[config.mk]
export PLATFORM = sky130hd
export DESIGN_NAME = drb_register_bank
export DESIGN_NICKNAME = d
export VERILOG_FILES = /design/src/core/drb_pkg.sv /design/src/core/drb_sync2.sv /design/src/core/drb_register_bank.sv
export SDC_FILE = /design/constraint.sdc
export NUM_CORES = 1
export LEC_CHECK = 0
export ABC_AREA = 1
export BUFFER_PORTS_ARGS = -buffer_cell sky130_fd_sc_hd__buf_2
export CAP_MARGIN = 20
export CORE_MARGIN = 2
export CORE_UTILIZATION = 55
export CTS_BUF_LIST = sky130_fd_sc_hd__clkbuf_4
export CTS_CLUSTER_DIAMETER = 60
export DETAILED_ROUTE_END_ITERATION = 12
export GPL_ROUTABILITY_DRIVEN = 0
export GPL_TIMING_DRIVEN = 0
export HOLD_SLACK_MARGIN = 0.06
export PLACE_DENSITY_LB_ADDON = 0.25
export SLEW_MARGIN = 20
export SYNTH_ARGS = -nofsm -noshare
export SYNTH_HDL_FRONTEND = slang
export SYNTH_SLANG_ARGS = --single-unit
[constraint.sdc]
create_clock -name clk_i -period 4.2 [get_ports clk_i]
set_input_delay 0.84 -clock clk_i [delete_from_list [all_inputs] [get_ports clk_i]]
set_output_delay 0.84 -clock clk_i [all_outputs]
set_load 0.005 [all_outputs]
[src/core/drb_pkg.sv]
// package: register map, field layout, reset values and link states for the register bank
package drb_pkg;

    // register offsets, as carried in the command byte
    localparam logic [7:0] OFF_NO_OPERATION = 8'h00;
    localparam logic [7:0] OFF_IDENTITY     = 8'h01;
    localparam logic [7:0] OFF_UPDATE_MODE  = 8'h02;
    localparam logic [7:0] OFF_POWER_CTRL   = 8'h03;
    localparam logic [7:0] OFF_OUTPUT_SCALE = 8'h04;
    localparam logic [7:0] OFF_LOAD_STROBE  = 8'h05;
    localparam logic [7:0] OFF_FAULT_STATUS = 8'h07;
    localparam logic [7:0] OFF_OUTPUT_CODE  = 8'h08;

    // field positions
    localparam int BIT_SYNC_EN       = 0;
    localparam int BIT_REF_SHUTDOWN  = 8;
    localparam int BIT_OUT_SHUTDOWN  = 0;
    localparam int BIT_REF_DIVIDE    = 8;
    localparam int BIT_GAIN_DOUBLE   = 0;
    localparam int BIT_LOAD_STROBE   = 4;
    localparam int BIT_REF_FAULT     = 0;
    localparam int BIT_ID_SCALE      = 7;
    localparam int BIT_ID_RES_LSB    = 12;

    // values after reset
    localparam logic [15:0] RST_NO_OPERATION = 16'h0000;
    localparam logic       RST_SYNC_EN      = 1'b0;
    localparam logic       RST_REF_SHUTDOWN = 1'b0;
    localparam logic       RST_OUT_SHUTDOWN = 1'b0;
    localparam logic       RST_REF_DIVIDE   = 1'b0;
    localparam logic       RST_GAIN_DOUBLE  = 1'b1;
    localparam logic [15:0] CODE_ZERO_SCALE  = 16'h0000;
    localparam logic [15:0] CODE_MID_SCALE   = 16'h8000;

    // resolution codes of the identity register
    localparam logic [2:0] RES_16_BIT = 3'h0;
    localparam logic [2:0] RES_14_BIT = 3'h1;
    localparam logic [2:0] RES_12_BIT = 3'h2;
    localparam logic [15:0] MASK_16_BIT = 16'hFFFF;
    localparam logic [15:0] MASK_14_BIT = 16'hFFFC;
    localparam logic [15:0] MASK_12_BIT = 16'hFFF0;

    // two-wire link framing
    localparam logic [3:0] ADDR_PREFIX   = 4'h9;
    localparam logic [3:0] CNT_ACK_START = 4'h8;
    localparam logic [3:0] CNT_ACK_DONE  = 4'h9;
    localparam int         SYNC_WIDTH    = 5;

    // frame phases, gray coded along the write path
    typedef enum logic [2:0] {
        PH_IDLE     = 3'b000,
        PH_ADDR     = 3'b001,
        PH_CMD      = 3'b011,
        PH_UPPER    = 3'b010,
        PH_LOWER    = 3'b110,
        PH_RD_UPPER = 3'b111,
        PH_RD_LOWER = 3'b101,
        PH_IGNORE   = 3'b100
    } drb_phase_type;

    // controls handed to the analog stage
    typedef struct packed {
        logic [15:0] code;
        logic        out_shutdown;
        logic        ref_shutdown;
        logic        ref_divide;
        logic        gain_double;
        logic        force_zero;
    } drb_analog_type;

endpackage

[src/core/drb_sync2.sv]
// two flip-flop synchroniser, one stage pair per bit
module drb_sync2
    import drb_pkg::*;
#(
    parameter int WIDTH = SYNC_WIDTH
) (
    input  wire logic             clk_i,
    input  wire logic             rst_i,
    input  wire logic [WIDTH-1:0] async_i,
    output logic      [WIDTH-1:0] sync_o
);
    logic [WIDTH-1:0] meta_reg;

    genvar g;
    generate
        for (g = 0; g < WIDTH; g++) begin : g_bit
            always_ff @(posedge clk_i or posedge rst_i) begin
                if (rst_i) begin
                    meta_reg[g] <= 1'b1;
                    sync_o[g]   <= 1'b1;
                end else begin
                    meta_reg[g] <= async_i[g];
                    sync_o[g]   <= meta_reg[g];
                end
            end
        end
    endgenerate
endmodule

[src/core/drb_register_bank.sv]
// register bank and command decode behind the two-wire serial link
//
// What this block does
// A register write takes effect at the falling edge ending the lower-byte acknowledge.
// Command byte, then upper byte, then lower byte; the 16 bits go to the selected register.
// Offsets: 0 nop, 1 identity, 2 update mode, 3 power, 4 gain, 5 strobe, 7 status, 8 code.
// Output code is left aligned; low bits below the resolution read zero.
// No-operation register is write-only, resets to zero, and changes nothing.
// Identity is read-only; bits 14-12 give resolution code, bit 15 reads zero.
// Identity bit 7 reports the power-on scale: zero scale or midscale.
// With deferred update on, a new code waits for a load strobe.
// With deferred update off (default), a new code reaches the output at once.
// Update-mode register resets to zero; bit 0 is the enable, other bits reserved.
// Power bit 8 set disables the internal reference.
// Power bit 0 set powers the output down, pulled to ground.
// Gain bit 0 selects buffer gain two when set, one when clear; resets set, to gain two.
// A reference fault forces the output to zero but keeps the stored code.
// Writes to offset 6 or above 8 are ignored entirely.
// Status bit 0 shows the current reference fault, read-only.
module drb_register_bank
    import drb_pkg::*;
#(
    parameter logic [2:0] RESOLUTION = RES_16_BIT,
    parameter logic       MIDSCALE   = 1'b0,
    // arbitrary filler for the identity bits that carry no meaning here
    parameter logic [3:0] ID_FILL_HI = 4'h0,
    parameter logic [6:0] ID_FILL_LO = 7'h00
) (
    input  wire logic           clk_i,
    input  wire logic           rst_i,
    input  wire logic           scl_i,
    input  wire logic           sda_i,
    output logic                sda_o,
    output logic                sda_oe_o,
    input  wire logic [1:0]     addr_sel_i,
    input  wire logic           ref_fault_i,
    output drb_analog_type      analog_o
);
    // synchronised link and pin levels
    logic [SYNC_WIDTH-1:0] pins_s;
    logic                  scl_s;
    logic                  sda_s;
    logic                  fault_s;
    logic [1:0]            addr_s;

    drb_sync2 #(
        .WIDTH (SYNC_WIDTH)
    ) u_sync (
        .clk_i   (clk_i),
        .rst_i   (rst_i),
        .async_i ({addr_sel_i, ~ref_fault_i, sda_i, scl_i}),
        .sync_o  (pins_s)
    );

    assign scl_s   = pins_s[0];
    assign sda_s   = pins_s[1];
    // fault travels inverted so the idle-high synchroniser reset reads as no fault
    assign fault_s = ~pins_s[2];
    assign addr_s  = pins_s[4:3];

    // link state
    drb_phase_type phase_reg;
    drb_phase_type phase_next;
    logic          scl_d_reg;
    logic          sda_d_reg;
    logic [3:0]    cnt_reg;
    logic [8:0]    rx_reg;
    logic [7:0]    tx_reg;
    logic [7:0]    cmd_reg;
    logic [7:0]    upper_data_byte;
    logic          sda_oe_reg;

    // register state
    logic          sync_en_reg;
    logic          ref_shutdown_reg;
    logic          out_shutdown_reg;
    logic          ref_divide_reg;
    logic          gain_double_reg;
    logic [15:0]   pending_code_reg;
    logic [15:0]   active_code_reg;
    drb_analog_type analog_reg;

    // edges and conditions
    wire scl_rise  = scl_s & ~scl_d_reg;
    wire scl_fall  = ~scl_s & scl_d_reg;
    wire start_det = scl_s & scl_d_reg & sda_d_reg & ~sda_s;
    wire stop_det  = scl_s & scl_d_reg & ~sda_d_reg & sda_s;
    wire active    = (phase_reg != PH_IDLE) && (phase_reg != PH_IGNORE);
    wire ack_start = scl_fall && (cnt_reg == CNT_ACK_START);
    wire ack_done  = scl_fall && (cnt_reg == CNT_ACK_DONE);
    wire [7:0] lower_data_byte = rx_reg[8:1];
    wire       host_ack        = ~rx_reg[0];
    wire       addr_match      = (rx_reg[8:5] == ADDR_PREFIX) && (rx_reg[4:2] == {1'b0, addr_s});
    // at the start of the acknowledge the address byte still sits one bit lower
    wire       ack_addr_ok     = (rx_reg[7:4] == ADDR_PREFIX) && (rx_reg[3:1] == {1'b0, addr_s});
    wire       addr_read       = rx_reg[1];
    wire       write_phase     = (phase_reg == PH_CMD) || (phase_reg == PH_UPPER)
                                 || (phase_reg == PH_LOWER);
    wire       rd_phase        = (phase_reg == PH_RD_UPPER) || (phase_reg == PH_RD_LOWER);
    wire       do_ack          = write_phase
                                 || ((phase_reg == PH_ADDR) && ack_addr_ok);

    // the 16-bit word of a write, committed only when the lower byte's acknowledge ends
    wire        commit     = ack_done && (phase_reg == PH_LOWER);
    wire [15:0] wdata      = {upper_data_byte, lower_data_byte};
    wire        wr_update  = commit && (cmd_reg == OFF_UPDATE_MODE);
    wire        wr_power   = commit && (cmd_reg == OFF_POWER_CTRL);
    wire        wr_gain    = commit && (cmd_reg == OFF_OUTPUT_SCALE);
    wire        wr_strobe  = commit && (cmd_reg == OFF_LOAD_STROBE);
    wire        wr_code    = commit && (cmd_reg == OFF_OUTPUT_CODE);
    // offsets 0, 1, 6, 7 and above 8 fall through: no register changes
    wire        load_output_strobe = wr_strobe && wdata[BIT_LOAD_STROBE];

    // resolution mask keeps the code left aligned
    wire [15:0] res_mask = (RESOLUTION == RES_14_BIT) ? MASK_14_BIT :
                           (RESOLUTION == RES_12_BIT) ? MASK_12_BIT : MASK_16_BIT;
    wire [15:0] code_in  = wdata & res_mask;
    wire [15:0] code_rst = MIDSCALE ? (CODE_MID_SCALE & res_mask) : CODE_ZERO_SCALE;

    // read words: identity and status are read-only, the rest read back writable registers
    wire [15:0] identity_reg = {1'b0, RESOLUTION, ID_FILL_HI, MIDSCALE, ID_FILL_LO};
    wire [15:0] fault_status_reg = {15'h0000, fault_s};
    wire [15:0] update_mode_rd  = {15'h0000, sync_en_reg};
    wire [15:0] power_rd        = {7'h00, ref_shutdown_reg, 7'h00, out_shutdown_reg};
    wire [15:0] gain_rd         = {7'h00, ref_divide_reg, 7'h00, gain_double_reg};

    // read selection; write-only and unused offsets read zero
    // code reads back pending, so a deferred code can be checked before its strobe
    wire [15:0] rd_word = (cmd_reg == OFF_IDENTITY)     ? identity_reg     :
                          (cmd_reg == OFF_UPDATE_MODE)  ? update_mode_rd   :
                          (cmd_reg == OFF_POWER_CTRL)   ? power_rd         :
                          (cmd_reg == OFF_OUTPUT_SCALE) ? gain_rd          :
                          (cmd_reg == OFF_FAULT_STATUS) ? fault_status_reg :
                          (cmd_reg == OFF_OUTPUT_CODE)  ? pending_code_reg : RST_NO_OPERATION;

    // phase sequencing at the end of each byte's acknowledge
    always_comb begin
        phase_next = phase_reg;
        if (start_det) begin
            phase_next = PH_ADDR;
        end else if (stop_det) begin
            phase_next = PH_IDLE;
        end else if (ack_done) begin
            case (phase_reg)
                PH_ADDR:     phase_next = !addr_match ? PH_IGNORE :
                                          addr_read ? PH_RD_UPPER : PH_CMD;
                PH_CMD:      phase_next = PH_UPPER;
                PH_UPPER:    phase_next = PH_LOWER;
                PH_LOWER:    phase_next = PH_UPPER;
                PH_RD_UPPER: phase_next = host_ack ? PH_RD_LOWER : PH_IGNORE;
                PH_RD_LOWER: phase_next = host_ack ? PH_RD_UPPER : PH_IGNORE;
                default:     phase_next = phase_reg;
            endcase
        end
    end

    always_ff @(posedge clk_i or posedge rst_i) begin
        if (rst_i) begin
            phase_reg <= PH_IDLE;
            scl_d_reg <= 1'b1;
            sda_d_reg <= 1'b1;
        end else begin
            phase_reg <= phase_next;
            scl_d_reg <= scl_s;
            sda_d_reg <= sda_s;
        end
    end

    // bit counter and receive shift, ninth bit is the acknowledge
    // counter clears at each start, so a repeated start mid-byte restarts cleanly
    always_ff @(posedge clk_i or posedge rst_i) begin
        if (rst_i) begin
            cnt_reg <= 4'h0;
            rx_reg  <= 9'h000;
        end else if (start_det || ack_done) begin
            cnt_reg <= 4'h0;
        end else if (scl_rise && active) begin
            cnt_reg <= cnt_reg + 4'h1;
            rx_reg  <= {rx_reg[7:0], sda_s};
        end
    end

    // captured command and upper byte
    always_ff @(posedge clk_i or posedge rst_i) begin
        if (rst_i) begin
            cmd_reg         <= OFF_NO_OPERATION;
            upper_data_byte <= 8'h00;
        end else if (ack_done && (phase_reg == PH_CMD)) begin
            cmd_reg <= lower_data_byte;
        end else if (ack_done && (phase_reg == PH_UPPER)) begin
            upper_data_byte <= lower_data_byte;
        end
    end

    // open-drain data: enable pulls low, released otherwise and between frames
    always_ff @(posedge clk_i or posedge rst_i) begin
        if (rst_i) begin
            sda_oe_reg <= 1'b0;
            tx_reg     <= 8'h00;
        end else if (start_det || stop_det) begin
            sda_oe_reg <= 1'b0;
        end else if (ack_start) begin
            sda_oe_reg <= do_ack;
        end else if (ack_done && (phase_next == PH_RD_UPPER)) begin
            sda_oe_reg <= ~rd_word[15];
            tx_reg     <= {rd_word[14:8], 1'b0};
        end else if (ack_done && (phase_next == PH_RD_LOWER)) begin
            sda_oe_reg <= ~rd_word[7];
            tx_reg     <= {rd_word[6:0], 1'b0};
        end else if (ack_done) begin
            sda_oe_reg <= 1'b0;
        end else if (scl_fall && rd_phase && (cnt_reg < CNT_ACK_START)) begin
            sda_oe_reg <= ~tx_reg[7];
            tx_reg     <= {tx_reg[6:0], 1'b0};
        end
    end

    // writable registers
    always_ff @(posedge clk_i or posedge rst_i) begin
        if (rst_i) begin
            sync_en_reg      <= RST_SYNC_EN;
            ref_shutdown_reg <= RST_REF_SHUTDOWN;
            out_shutdown_reg <= RST_OUT_SHUTDOWN;
            ref_divide_reg   <= RST_REF_DIVIDE;
            gain_double_reg  <= RST_GAIN_DOUBLE;
        end else begin
            if (wr_update) begin
                sync_en_reg <= wdata[BIT_SYNC_EN];
            end
            if (wr_power) begin
                ref_shutdown_reg <= wdata[BIT_REF_SHUTDOWN];
                out_shutdown_reg <= wdata[BIT_OUT_SHUTDOWN];
            end
            if (wr_gain) begin
                ref_divide_reg  <= wdata[BIT_REF_DIVIDE];
                gain_double_reg <= wdata[BIT_GAIN_DOUBLE];
            end
        end
    end

    // code path: pending holds the written code, active drives the output
    // a strobe with deferred update off does nothing: the output already matches
    always_ff @(posedge clk_i or posedge rst_i) begin
        if (rst_i) begin
            pending_code_reg <= CODE_ZERO_SCALE;
            active_code_reg  <= CODE_ZERO_SCALE;
        end else if (wr_code) begin
            pending_code_reg <= code_in;
            if (!sync_en_reg) begin
                active_code_reg <= code_in;
            end
        end else if (load_output_strobe && sync_en_reg) begin
            active_code_reg <= pending_code_reg;
        end
    end

    // power-on scale is a parameter, so it is loaded once after reset release
    // limitation: active code resets to zero, so midscale stands for one cycle only
    logic init_done_reg;
    always_ff @(posedge clk_i or posedge rst_i) begin
        if (rst_i) begin
            init_done_reg <= 1'b0;
        end else begin
            init_done_reg <= 1'b1;
        end
    end

    // fault forces zero without touching the stored code
    always_ff @(posedge clk_i or posedge rst_i) begin
        if (rst_i) begin
            analog_reg <= '{
                code:         CODE_ZERO_SCALE,
                out_shutdown: RST_OUT_SHUTDOWN,
                ref_shutdown: RST_REF_SHUTDOWN,
                ref_divide:   RST_REF_DIVIDE,
                gain_double:  RST_GAIN_DOUBLE,
                force_zero:   1'b0
            };
        end else begin
            analog_reg.code         <= fault_s ? CODE_ZERO_SCALE :
                                       !init_done_reg ? code_rst : active_code_reg;
            analog_reg.force_zero   <= fault_s;
            analog_reg.out_shutdown <= out_shutdown_reg;
            analog_reg.ref_shutdown <= ref_shutdown_reg;
            analog_reg.ref_divide   <= ref_divide_reg;
            analog_reg.gain_double  <= gain_double_reg;
        end
    end

    // open drain: the pin is only ever pulled low, the pull-up gives the one
    always_ff @(posedge clk_i or posedge rst_i) begin
        if (rst_i) begin
            sda_o <= 1'b0;
        end else begin
            sda_o <= 1'b0;
        end
    end

    assign sda_oe_o = sda_oe_reg;
    assign analog_o = analog_reg;
endmodule

==> flow_summary.json <==
{
  "outcome": "completed",
  "fin_nets": 598,
  "maxCapViolCount": 0,
  "hold_class": "in -> async",
  "drc": 0,
  "routedWlPerCell_um": 13.35,
  "synth_area_um2": 4841,
  "cts_inserted_buffers": 9,
  "setup_violations": 0,
  "drive_above_1_share_pct": 15.51,
  "switching_share_pct": 29.95,
  "syn_inst": 548,
  "diodes": 0,
  "core_um2": 8636,
  "grt_pass1_wl_mm": 16.24,
  "cts_root_buf": "clkbuf_4",
  "p_int_uw": 1319,
  "power_leakage_uw": 0.002739,
  "num_io_pins": 30,
  "critPathKind": "reg -> reg",
  "rows": 34,
  "layout_worst_path_cycle_share_pct": 50.01,
  "grt_max_degree": 73,
  "switching_power_uw": 563.9,
  "worstPathRequired_ns": 4.57,
  "die_area_um2": 9568,
  "yosys_warnings": 0,
  "largest_register_ffs": 21,
  "hold_viol": 0,
  "fin_ws_ns": 2.100,
  "post_cts_hold_buffer_count": 0,
  "initial_core_util_pct": 56.06,
  "endpoint_kind": "register",
  "cts_buffer_depth": 2,
  "vias": 3631,
  "drt_pass1_iterations": 5,
  "grt_pass1_vias": 3502,
  "ys_seq_elements": 111,
  "ctsResizeCount": 0,
  "yosysSeqAreaShare_pct": 57.74,
  "viasPerCell": 5.180,
  "power_frac_seq_pct": 62.1,
  "postSynthAreaPerCell_um2": 8.834,
  "port_buffers": 28,
  "arrival_ns": 2.47,
  "drt_iter0_markers": 223,
  "p_comb_share_pct": 11.3,
  "finClkSkew_ns": 0.02304,
  "clock_latency_ns": 0.47,
  "cts.sinks": 111,
  "chipHeight_um": 97.82,
  "grt.overflow.total": 0,
  "power_density_nw_per_um2": 356.5,
  "rsz0062_at_grt": "false",
  "syn2layout_area_growth_pct": 9.098,
  "crit_path_max_fanout": 9,
  "ant_nets": 0,
  "p_clk_share_pct": 26.6,
  "fp.dieW_um": 97.82,
  "place_area_um2": 5149,
  "grt_util_all_layers_pct": 21.30,
  "postCtsSetupBuffers": 0,
  "cts_tree": "built",
  "irDropWorstVdd_v": 0.0002160,
  "dp.final_hpwl_mm": 6.998,
  "pre_cts_slack_ns": 2.103,
  "startpoint_type": "register",
  "antenna_found_initial": 0,
  "finalWirelength_mm": 9.356,
  "slew_viol_final": 0,
  "synth_cell_types": 43,
  "syn_nets": 558,
  "fin_crit_ns": 2.100,
  "fmax_mhz": 476.1,
  "clkTransAtPathRegs_ns": 0.17,
  "fin_area_um2": 5281,
  "cts_max_level": 3
}
## cells in the mapped netlist (all sizes together)
| cell | instances | area share (%) |
|---|---|---|
| nand2 | 151 | 12 |
| dfrtp | 97 | 50 |
| inv | 92 | 7.2 |
| o21ai | 55 | 5.7 |
| nor2 | 42 | 3.5 |
| nand3 | 22 | 2.9 |
| nand4 | 15 | 2.2 |
| dfstp | 14 | 7.6 |
| o21a | 10 | 1.6 |
| buf | 9 | 1.1 |
| a21oi | 8 | 1.1 |
| nor3 | 7 | 1.2 |
| clkbuf | 6 | 0.47 |
| ha | 3 | 0.78 |
| or2 | 3 | 0.39 |
| conb | 2 | 0.16 |
| nor4 | 2 | 0.26 |
| o22ai | 2 | 0.26 |
| a211oi | 1 | 0.16 |
| a31oi | 1 | 0.13 |
| and2 | 1 | 0.13 |
| clkinv | 1 | 0.077 |
| o211ai | 1 | 0.16 |
| o31ai | 1 | 0.16 |
| xnor2 | 1 | 0.18 |
| xor2 | 1 | 0.18 |
## layout make-up
cell class	count	area [µm²]
buffer	15	75.07
clock buffer	9	67.56
clock inverter	7	65.06
fill	771	3354
inverter	93	359.1
multi-input combinational	329	1617
sequential	111	2795
tap	108	135.1
timing repair buffer	29	167.7
## per-stage QoR
| stage | hold slack, ns | TNS [ns] | util, % | instances | power, µW |
|---|---|---|---|---|---|
| 5_1_grt | 0.3588 | 0 | 61.16 | 701 | 1982 |
| 3_3_place_gp | 0.3463 | -61.90 | 59.24 | 684 | 1391 |
| 3_5_place_dp | 0.3484 | 0 | 59.62 | 685 | 1404 |
| 4_1_cts | 0.3440 | 0 | 61.16 | 701 | 1905 |
| 6_report | 0.3480 | 0 | 61.16 | 701 | 1883 |
| 2_1_floorplan | 0.3452 | 0 | - | 548 | 1331 |
## layer usage
| layer | global-route usage, % | up-vias | share of wire (%) |
|---|---|---|---|
| li1 | - | 1794 | - |
| met1 | 29.45 | 1742 | 46 |
| met2 | 34.48 | 76 | 47 |
| met3 | 3.150 | 19 | 3.7 |
| met4 | 8.333 | 0 | 2.4 |
| met5 | 0 | - | 0 |
## logic make-up (layout without fill, tap and decap cells)
logic type               after synthesis  in the layout  share of synthesized area, %
adder cells (fa/ha/maj)                3              3                        0.7755
flip-flops                           111            111                         57.74
buffers and inverters                108            153                         8.865
XOR/XNOR                               2              2                        0.3619
AND/OR/NAND/NOR                      243            243                         22.87
AO/OA/AOI/OAI                         79             79                         9.227
other                                  2              2                        0.1551
## worst max-delay path, stage by stage (launching register included)
cell      delay (ns)
dfstp_2         0.58
inv_1           0.05
nand2_1         0.08
inv_2           0.06
nand3_4         0.13
inv_2           0.10
nand2_1         0.13
clkinv_1        0.28
nand3_4         0.22
nand3_2         0.10
nand2_4         0.13
inv_6           0.06
nand2_1         0.06
nand2_1         0.05
## placed cells by master (no fill, tap or decap), drive strengths merged, types with 7 or more instances in the layout
master | netlist | final
a21oi | 8 | 8
dfrtp | 97 | 97
nand4 | 15 | 15
buf | 9 | 38
dfstp | 14 | 14
nand2 | 151 | 151
o21a | 10 | 10
clkbuf | 6 | 15
nor2 | 42 | 42
nand3 | 22 | 22
nor3 | 7 | 7
o21ai | 55 | 55
inv | 92 | 95
## final timing paths
path / end / slack [ns] / depth (start not counted) / start
max in group asynchronous: analog_o[1] / 3.16 / 3 / rst_i
max reg2reg: tx_reg[5] / 2.10 / 13 / u_sync.sync_o[0]
max: tx_reg[5] / 2.10 / 13 / u_sync.sync_o[0]
min reg2reg: u_sync.sync_o[1] / 0.37 / 0 / u_sync.meta_reg[1]
min: rx_reg[8] / 0.35 / 2 / rst_i
min in group clk_i: u_sync.sync_o[1] / 0.37 / 0 / u_sync.meta_reg[1]
## power by group through the flow
stage	combinational, µW	sequential, µW	clock [µW]
after floorplan	153	1180	0
after global placement	204	1190	0
after detailed placement	214	1190	0
after CTS	215	1170	520
after global routing	243	1180	560
final	212	1170	501
Note: power is estimated with default switching activity, not from simulation.
